**src/inc/bit_branch_pkg.sv**
```systemverilog
// Notes on behaviour
// - Bit clear zeroes bit b (0..7) of register f (0..127); no flags change.
// - Bit set forces bit b of register f to one; no flags change.
// - Skip-if-zero skips next instruction when bit is zero; two cycles then.
// - Skip-if-one skips next instruction when bit is one; two cycles then.
// - Relative jump loads counter with incremented counter plus signed 9-bit offset.
// - Accumulator jump adds unsigned working value to incremented counter; two cycles.
// - One instruction cycle equals four oscillator clocks; counts use that unit.
`default_nettype none
package bit_branch_pkg;
    localparam int PC_WIDTH         = 15;
    localparam int WORD_WIDTH       = 14;
    localparam int ADDR_WIDTH       = 7;
    localparam int CLOCKS_PER_CYCLE = 4;
    localparam logic [PC_WIDTH-1:0] PC_RESET = 15'h0000;
    localparam logic [1:0] PHASE_RESET = 2'h0;
    localparam logic [1:0] PHASE_LAST  = 2'(CLOCKS_PER_CYCLE - 1);
    // Opcode fields of the 14-bit word
    localparam int OP_HI  = 13;
    localparam int OP_LO  = 10;
    localparam int BIT_HI = 9;
    localparam int BIT_LO = 7;
    localparam int K_HI   = 8;
    localparam logic [3:0] OPC_BIT_CLEAR = 4'h4;
    localparam logic [3:0] OPC_BIT_SET   = 4'h5;
    localparam logic [3:0] OPC_SKIP_ZERO = 4'h6;
    localparam logic [3:0] OPC_SKIP_ONE  = 4'h7;
    localparam logic [4:0] OPC_REL_JUMP  = 5'h19;
    localparam logic [13:0] OPC_ACC_JUMP = 14'h000b;
    typedef enum logic [5:0] {
        NONE_OP                = 6'h01,
        BIT_CLEAR_OP           = 6'h02,
        BIT_SET_OP             = 6'h04,
        TEST_SKIP_IF_ZERO_OP   = 6'h08,
        TEST_SKIP_IF_ONE_OP    = 6'h10,
        JUMP_OP                = 6'h20
    } op_class_type;
endpackage
`default_nettype wire

```
**src/inc/decode_if.sv**
```systemverilog
`timescale 1ns/1ps
`default_nettype none
interface decode_if;
    logic [13:0]                   word;
    bit_branch_pkg::op_class_type  op_class;
    logic [2:0]                    bit_sel;
    logic [6:0]                    addr;
    logic [14:0]                   offset;
    modport decoder (input word, output op_class, bit_sel, addr, offset);
    modport core (output word, input op_class, bit_sel, addr, offset);
endinterface
`default_nettype wire

```
**src/hw/op_decoder.sv**
```systemverilog
`timescale 1ns/1ps
`default_nettype none
module op_decoder (
    decode_if.decoder dec,
    input  wire logic [7:0] acc_value
);
    always_comb begin
        dec.op_class = bit_branch_pkg::NONE_OP;
        dec.bit_sel  = dec.word[bit_branch_pkg::BIT_HI:bit_branch_pkg::BIT_LO];
        dec.addr     = dec.word[bit_branch_pkg::ADDR_WIDTH-1:0];
        dec.offset   = '0;
        unique case (dec.word[bit_branch_pkg::OP_HI:bit_branch_pkg::OP_LO])
            bit_branch_pkg::OPC_BIT_CLEAR: dec.op_class = bit_branch_pkg::BIT_CLEAR_OP;
            bit_branch_pkg::OPC_BIT_SET:   dec.op_class = bit_branch_pkg::BIT_SET_OP;
            bit_branch_pkg::OPC_SKIP_ZERO: dec.op_class = bit_branch_pkg::TEST_SKIP_IF_ZERO_OP;
            bit_branch_pkg::OPC_SKIP_ONE:  dec.op_class = bit_branch_pkg::TEST_SKIP_IF_ONE_OP;
            default: begin
                if (dec.word[13:9] == bit_branch_pkg::OPC_REL_JUMP) begin
                    dec.op_class = bit_branch_pkg::JUMP_OP;
                    // Sign-extended 9-bit offset, -256..255
                    dec.offset   = {{6{dec.word[bit_branch_pkg::K_HI]}}, dec.word[8:0]};
                end else if (dec.word == bit_branch_pkg::OPC_ACC_JUMP) begin
                    dec.op_class = bit_branch_pkg::JUMP_OP;
                    dec.offset   = {7'h00, acc_value};
                end
            end
        endcase
    end
endmodule
`default_nettype wire

```
**src/hw/bit_op_branch_exec.sv**
```systemverilog
`timescale 1ns/1ps
`default_nettype none
module bit_op_branch_exec (
    input  wire logic        clk,
    input  wire logic        rst_n,
    input  wire logic [13:0] instr_word,
    input  wire logic [7:0]  file_rdata,
    input  wire logic [7:0]  acc_value,
    output logic      [14:0] prog_addr,
    output logic      [6:0]  file_addr,
    output logic      [7:0]  file_wdata,
    output logic             file_we,
    output logic             cycle_strobe,
    output logic             squash
);
    decode_if dif ();

    logic [1:0]  phase_reg;
    logic [1:0]  phase_next;
    logic [14:0] pc_reg;
    logic [14:0] pc_next;
    logic [13:0] ir_reg;
    logic [13:0] ir_next;
    logic        flush_reg;
    logic        flush_next;
    logic [6:0]  faddr_reg;
    logic [6:0]  faddr_next;
    logic [7:0]  wdata_reg;
    logic [7:0]  wdata_next;
    logic        we_reg;
    logic        we_next;
    logic        strobe_reg;
    logic        strobe_next;
    logic        end_cycle;
    logic        retire_valid;
    logic        bit_value;
    logic        take;
    logic        write_req;
    logic [7:0]  write_value;
    logic [14:0] fall_through;
    logic [14:0] jump_target;
    logic [7:0]  bit_mask;
    logic [7:0]  cleared_data;
    logic [7:0]  set_data;

    assign dif.word = ir_reg;

    op_decoder i_op_decoder (
        .dec       (dif.decoder),
        .acc_value (acc_value)
    );

    // Last of the four clocks in an instruction cycle
    assign end_cycle    = (phase_reg == bit_branch_pkg::PHASE_LAST);
    // A squashed slot retires as a no-op
    assign retire_valid = end_cycle && !flush_reg;
    assign bit_value    = file_rdata[dif.bit_sel];
    assign fall_through = pc_reg + 15'h0001;

    // Read-modify-write lanes, one per data bit
    for (genvar i = 0; i < 8; i++) begin : bit_lane
        assign bit_mask[i]     = (dif.bit_sel == 3'(i));
        assign cleared_data[i] = file_rdata[i] & ~bit_mask[i];
        assign set_data[i]     = file_rdata[i] | bit_mask[i];
    end

    // Outcome of the instruction now retiring
    always_comb begin
        take        = 1'b0;
        write_req   = 1'b0;
        write_value = wdata_reg;
        jump_target = fall_through;
        unique case (dif.op_class)
            bit_branch_pkg::BIT_CLEAR_OP: begin
                write_req   = 1'b1;
                write_value = cleared_data;
            end
            bit_branch_pkg::BIT_SET_OP: begin
                write_req   = 1'b1;
                write_value = set_data;
            end
            bit_branch_pkg::TEST_SKIP_IF_ZERO_OP: begin
                take = !bit_value;
            end
            bit_branch_pkg::TEST_SKIP_IF_ONE_OP: begin
                take = bit_value;
            end
            bit_branch_pkg::JUMP_OP: begin
                take        = 1'b1;
                // pc_reg already points past this instruction
                jump_target = pc_reg + dif.offset;
            end
            bit_branch_pkg::NONE_OP: begin
                take = 1'b0;
            end
        endcase
    end

    // Phase counter
    always_comb begin
        phase_next = phase_reg + 2'h1;
        if (end_cycle) begin
            phase_next = bit_branch_pkg::PHASE_RESET;
        end
    end

    always_ff @(posedge clk or negedge rst_n) begin
        if (!rst_n) begin
            phase_reg <= bit_branch_pkg::PHASE_RESET;
        end else begin
            phase_reg <= phase_next;
        end
    end

    // Fetch address moves once per instruction cycle
    always_comb begin
        pc_next = pc_reg;
        if (end_cycle) begin
            pc_next = fall_through;
        end
        if (retire_valid) begin
            pc_next = jump_target;
        end
    end

    always_ff @(posedge clk or negedge rst_n) begin
        if (!rst_n) begin
            pc_reg <= bit_branch_pkg::PC_RESET;
        end else begin
            pc_reg <= pc_next;
        end
    end

    // Fetch latch
    always_comb begin
        ir_next = ir_reg;
        if (end_cycle) begin
            ir_next = instr_word;
        end
    end

    always_ff @(posedge clk or negedge rst_n) begin
        if (!rst_n) begin
            ir_reg <= 14'h0000;
        end else begin
            ir_reg <= ir_next;
        end
    end

    // Reset leaves the pipeline empty: first slot is a no-op
    always_comb begin
        flush_next = flush_reg;
        if (end_cycle) begin
            flush_next = 1'b0;
        end
        if (retire_valid) begin
            // Fetched word becomes a no-op cycle when take is set
            flush_next = take;
        end
    end

    always_ff @(posedge clk or negedge rst_n) begin
        if (!rst_n) begin
            flush_reg <= 1'b1;
        end else begin
            flush_reg <= flush_next;
        end
    end

    // Register address tracks the instruction in execution
    always_comb begin
        faddr_next = dif.addr;
    end

    always_ff @(posedge clk or negedge rst_n) begin
        if (!rst_n) begin
            faddr_reg <= 7'h00;
        end else begin
            faddr_reg <= faddr_next;
        end
    end

    // Write pulse lasts one clock
    always_comb begin
        wdata_next = wdata_reg;
        we_next    = 1'b0;
        if (retire_valid && write_req) begin
            wdata_next = write_value;
            we_next    = 1'b1;
        end
    end

    always_ff @(posedge clk or negedge rst_n) begin
        if (!rst_n) begin
            wdata_reg <= 8'h00;
            we_reg    <= 1'b0;
        end else begin
            wdata_reg <= wdata_next;
            we_reg    <= we_next;
        end
    end

    // One-clock pulse in the first clock after each instruction cycle end
    always_comb begin
        strobe_next = end_cycle;
    end

    always_ff @(posedge clk or negedge rst_n) begin
        if (!rst_n) begin
            strobe_reg <= 1'b0;
        end else begin
            strobe_reg <= strobe_next;
        end
    end

    assign prog_addr    = pc_reg;
    assign file_addr    = faddr_reg;
    assign file_wdata   = wdata_reg;
    assign file_we      = we_reg;
    assign cycle_strobe = strobe_reg;
    assign squash       = flush_reg;
endmodule
`default_nettype wire

```
**config.mk**
```make
export PLATFORM = sky130hd
export DESIGN_NAME = bit_op_branch_exec
export DESIGN_NICKNAME = d
export VERILOG_FILES = /design/src/inc/bit_branch_pkg.sv /design/src/inc/decode_if.sv /design/src/hw/op_decoder.sv /design/src/hw/bit_op_branch_exec.sv
export SDC_FILE = /design/constraint.sdc
export NUM_CORES = 1
export LEC_CHECK = 0
export BUFFER_PORTS_ARGS = -buffer_cell sky130_fd_sc_hd__buf_2
export CAP_MARGIN = 40
export CORE_MARGIN = 10
export CORE_UTILIZATION = 59
export CTS_CLUSTER_DIAMETER = 120
export DETAILED_ROUTE_END_ITERATION = 8
export GPL_ROUTABILITY_DRIVEN = 0
export PLACE_DENSITY = 0.9
export RECOVER_POWER = 25
export SLEW_MARGIN = 30
export SYNTH_ARGS = -nofsm -noshare
export SYNTH_HDL_FRONTEND = slang
export SYNTH_SLANG_ARGS = --single-unit
```
**constraint.sdc**
```tcl
create_clock -name clk -period 5.3 [get_ports clk]
set_clock_uncertainty 0.15 [all_clocks]
set_input_delay 0.53 -clock clk [delete_from_list [all_inputs] [get_ports clk]]
set_output_delay 0.53 -clock clk [all_outputs]
set_load 0.01 [all_outputs]
```
# --- Word level (Yosys, flattened, before mapping) ---
# Index checks and enable logic that the tools add are counted.
totals:
  reg_bits: 49
  out_inout_bits: 33
  elab_cells: 83
classes:
  addsub: 3
  order_cmp: 1
  n_eq_ne: 19
  n_mux: 18
  n_bitwise: 24
  n_reduce_logical: 10
ops:
  columns: ["operator", "count"]
  rows:
  - ["15-bit 2-to-1 mux", 5]
  - ["6-bit one-hot mux with 4 select lines", 1]
  - ["4-bit by 3-bit == test with 1-bit output (second input constant)", 4]
  - ["8-bit one-hot mux with 2 select lines", 1]
  - ["15-bit by 1-bit adder with 15-bit output (second input constant)", 1]
  - ["15-bit adder", 1]
  - ["14-bit by 4-bit == test with 1-bit output (second input constant)", 1]
  - ["3-bit == test (second input constant)", 4]
  - ["6-bit 2-to-1 mux", 2]
  - ["1-bit AND", 8]
  - ["8-bit 2-to-1 mux", 1]
  - ["1-bit NOT", 8]
  - ["1-bit bitwise OR", 8]
  - ["3-bit by 2-bit == test with 1-bit output (second input constant)", 2]
  - ["6-bit by 2-bit == test with 1-bit output (second input constant)", 1]
  - ["6-bit by 3-bit == test with 1-bit output (second input constant)", 1]
  - ["6-bit by 4-bit == test with 1-bit output (second input constant)", 1]
  - ["6-bit by 5-bit == test with 1-bit output (second input constant)", 1]
  - ["6-bit == test (second input constant)", 1]
  - ["5-bit == test (second input constant)", 1]
  - ["1-bit 2-to-1 mux", 5]
  - ["3-bit by 4-bit less-than comparator with 1-bit output (second input constant)", 1]
  - ["2-bit nonzero test", 2]
  - ["4-bit OR reduction", 1]
  - ["11 further kinds", 13]

# --- Longest topological paths before layout ---
depth:
  depth_word: 9
  mapped_depth: 15

# --- Modules after synthesis ---
# From an unflattened synthesis, not the netlist that was laid out.
hier_totals:
  hier_cells: 346
  hier_area_um2: 3304.4
by_module_without_submodules:
  columns: ["mod", "instances", "cells_each", "area_each_um2"]
  rows:
  - ["bit_op_branch_exec", 1, 305, 2982.9]
  - ["op_decoder", 1, 41, 321.6]

# --- Worst setup path after synthesis ---
# Ideal clock, no wire load.
synth_timing:
  kind: "flip-flop to flip-flop"
  start: "register ir_reg[8] (netlist: dif.word[8])"
  end: "register pc_reg[12] (netlist: prog_addr[12])"
  arrival_time_ns: 3.122
  setup_slack_ns: 1.902
  stages_incl_launch_ff: 16
  path_buffers: 2
  synth_period_minus_slack_ns: 3.398
  cell_sequence: "dfrtp_1 -> clkbuf_1 -> nor3_2 -> nand4_1 -> and2_1 -> clkbuf_1 -> nor2_1 -> ha_1 -> inv_1 -> fa_1 -> nand2b_1 -> a21oi_1 -> o2111ai_1 -> a31oi_1 -> xor2_1 -> a221o_1"
synth_via:
  elab_chain_len: 7
  elab_cells_between_ends: 11
synth_rtl:
  columns: ["item", "line_no", "source"]
  rows:
  - ["start, declared", "bit_op_branch_exec.sv:22", "logic [13:0] ir_reg;"]
  - ["start signal, assigned", "bit_op_branch_exec.sv:146", "ir_reg <= ir_next;"]
  - ["14-bit by 4-bit == test with 1-bit output", "op_decoder.sv:22", "end else if (dec.word == bit_branch_pkg::OPC_ACC_JUMP) begin"]
  - ["8-bit 2-to-1 mux or 6-bit 2-to-1 mux (tied branches)", "op_decoder.sv:22", null]
  - ["15-bit 2-to-1 mux or 6-bit 2-to-1 mux (tied branches)", "op_decoder.sv:18", "if (dec.word[13:9] == bit_branch_pkg::OPC_REL_JUMP) begin"]
  - ["15-bit 2-to-1 mux or 6-bit one-hot mux with 4 select lines (tied branches)", "op_decoder.sv:12", "unique case (dec.word[bit_branch_pkg::OP_HI:bit_branch_pkg::OP_LO])"]
  - ["15-bit adder or 6-bit == test (tied branches)", "bit_op_branch_exec.sv:91, bit_op_branch_exec.sv:73", null]
  - ["15-bit 2-to-1 mux *", "bit_op_branch_exec.sv:73", "unique case (dif.op_class)"]
  - ["15-bit 2-to-1 mux *", "bit_op_branch_exec.sv:121", "if (retire_valid) begin"]
  - ["end signal, assigned", "bit_op_branch_exec.sv:128", "pc_reg <= bit_branch_pkg::PC_RESET;"]
  - ["end signal, assigned", "bit_op_branch_exec.sv:130", "pc_reg <= pc_next;"]
  - ["end, declared", "bit_op_branch_exec.sv:20", "logic [14:0] pc_reg;"]
# Every way passes the cells marked *; elsewhere a longest branch is shown, timed or not.
# A chain may end at the register's enable or synchronous reset.

# --- Worst setup path in the final report ---
layout_timing:
  start: "register ir_reg[9] (netlist: dif.word[9])"
  end: "register pc_reg[14] (netlist: prog_addr[14])"
# Same word-level chain as after synthesis.

==> flow_summary.yaml <==
timing:
  hold_violations: 0
  rsz0062_at_grt: "false"
  finalSetupViolations: 0
  slew_headroom_pct: -69.0
  fin_setup_tns_ns: 0
  hold_ws_ns: 0.285
  fin_crit_sh_pct: 74.8
  finalWorstPathRequiredPeriod_ns: 3.97
  slew_viol_final: 50
  max_freq_mhz: 252
  worstMarginPinSlew_ns: 2.53
clocking:
  cts_hold_buf: 0
  cts_buffers: 5
  cts_resized: 0
  cts.sinks: 49
  clk_pin_slew_worst_paths_ns: 0.10
  clk_path_buf_depth: 2
  postCtsSetupBuffers: 0
  htreeDepth: 2
  cts_tree: "yes"
  clock-root-buffer: "clkbuf_8"
  clk_latency_ns: 0.31
synth:
  ys_types: 57
  syn_inst: 331
  synth.top_cell.area_share_pct: 38.2
  yosysTopAreaCell: "dfrtp_1"
  synth-seq-cells: 49
  synth.yosys.seq_area_share_pct: 39.1
  synth_area_leaders: "dfrtp_1, ha_1, mux2i_1"
  synthArstFlopShare_pct: 100
  synth-edff-count: 0
  synth_warnings: 0
  ys.flop_type: "dfrtp_1"
  avgSynthCellArea_sq_um: 9.50
  syn-cell-area_sq_um: 3140
  synth.net_count: 380
detailed_routing:
  detail-route-antenna-nets: 0
  drt_iter0_markers: 234
  avgViaCountPerCell: 5.90
  drt_wl_total_um: 7720
  drtPass1Iterations: 4
  vias: 2706
  wire_per_inst_um: 16.8
  drc: 0
final_layout:
  insertedDiodeCount: 0
  fin_area_sq_um: 3590
  drive_gt1_share_pct: 24.7
  layout_commonest_cell: "buf_2"
  finish.utilization_pct: 69.9
  syn2layout_area_growth_pct: 14.3
  instances_no_fill: 459
  largest_reg_flops: 15
  nets: 437
  layout_common_cells: "buf_2, dfrtp_1, nand2_1, nor2_1, a21oi_1"
die:
  core_area_sq_um: 5140
  dieArea_sq_um: 8650
  row_count: 26
  die_h_um: 93.0
  io_pins: 65
  start_util_pct: 61.1
  die_w_um: 93.0
critical_path:
  cp_data_arrival_time_ns: 4.06
  required_ns: 5.39
  r2r_cells: 12
  r2r_slack_ns: 1.33
  critPathKind: "reg2reg"
  start_kind: "flip-flop"
  end_kind: "flip-flop"
  r2r_start: "dif.word[9]$_DFFE_PN0P_"
  r2r_end: "prog_addr[14]$_DFFE_PN0P_"
  worst-path-max-fanout: 11
power_and_ir_drop:
  leakage_nw: 1.75
  ir_drop_mv: 0.133
  powerDensity_nw_per_um2: 276
flow_run:
  maxCapViolations: 1
global_routing:
  antenna_found_initial: 0
  gr-total-overflow: 0
  grt_first_pass_wirelength_um: 13300
  grtUsageTotal_pct: 18.5
  grt_max_degree: 50
  grt_pass1_vias: 2714
place:
  dpl.cell_count: 451
  io_buffers: 64
  place_area_sq_um: 3500
  hpwl_um: 5790
worst_hold_path:
  holdPathEnd: "phase_reg[0]$_DFF_PN0_"
  min_from: "phase_reg[0]$_DFF_PN0_"
  min_delay_path_depth: 1
  min_path_type: "reg2reg"
status:
  violations: "max-capacitance violations, max-slew violations"
  status: "complete, but fails checks"
-- worst max-delay path: stages (launching register included) --
cell       delay [ns]
dfrtp_1          0.56
nand4_1          0.56
and2_1           0.46
nor2_1           0.17
ha_1             0.21
inv_1            0.07
fa_1             0.39
nand2b_1         0.17
a21oi_1          0.18
o2111ai_1        0.24
a311oi_1         0.43
o21ai_0          0.14
a2bb2oi_1        0.17
-- cells in the mapped netlist (4+ instances only) --
cell type / count
a21o_1: 6
a21oi_1: 21
a221o_1: 4
and3_1: 5
buf_2: 4
clkbuf_1: 9
dfrtp_1: 48
ha_1: 16
inv_1: 8
mux2_2: 14
mux2i_1: 18
nand2_1: 34
nand3_1: 7
nand4_1: 6
nor2_1: 26
nor3b_1: 4
o21ai_0: 12
o21ai_1: 18
xnor2_1: 6
xor2_1: 5
-- cells by family (layout without fill, tap and decap cells) --
group / after synthesis / after routing / synth area share [%]
AOI/OAI and AO/OA: 83 / 83 / 16.8
xor gates and xnor gates: 11 / 11 / 3.07
adders and majority gates: 17 / 17 / 7.01
buffers and inverters: 25 / 83 / 3.26
DFF: 49 / 49 / 39.1
muxes: 34 / 34 / 12.2
and+or+nand+nor: 112 / 112 / 18.7
-- layer usage --
metal,GRT usage [%],up-vias,wire (um)
li1,-,1325,-
met2,29.4,92,3680
met4,3.98,0,46
met1,24.0,1283,3340
met5,0,-,0
met3,6.08,6,652
-- cell type report --
type                            count  area, sq um
Timing Repair Buffer               66          334
Fill cell                         410         1550
Clock inverter                      3         28.8
Inverter                            9         33.8
Tap cell                           70         87.6
Clock buffer                        5         68.8
Sequential cell                    49         1230
Multi-Input combinational cell    257         1810
-- how the worst max path moves through the flow --
stage                                        from  slack [ns]  depth (start not counted)                        end
after floorplan           dif.word[8]$_DFFE_PN0P_        1.90                         15  prog_addr[12]$_DFFE_PN0P_
after global placement    dif.word[9]$_DFFE_PN0P_        1.57                         12  prog_addr[12]$_DFFE_PN0P_
after detailed placement  dif.word[9]$_DFFE_PN0P_        1.38                         12  prog_addr[12]$_DFFE_PN0P_
after CTS                 dif.word[9]$_DFFE_PN0P_        1.37                         12  prog_addr[12]$_DFFE_PN0P_
after global routing      dif.word[9]$_DFFE_PN0P_        1.02                         12  prog_addr[12]$_DFFE_PN0P_
final                     dif.word[9]$_DFFE_PN0P_        1.33                         12  prog_addr[14]$_DFFE_PN0P_
-- power by group --
part | total, mW | internal [mW] | switching [mW]
Combinational | 0.262 | 0.116 | 0.146
Clock | 0.244 | 0.0990 | 0.145
Sequential | 0.485 | 0.420 | 0.0642
Total | 0.991 | 0.635 | 0.355
-- through the flow --
step	setup WS, ns	power, mW
4_1_cts	1.37	0.996
2_1_floorplan	1.90	0.646
3_3_place_gp	1.57	0.742
6_report	1.33	0.991
3_5_place_dp	1.38	0.756
5_1_grt	1.02	1.06
Power figures use the tool's default switching activity.
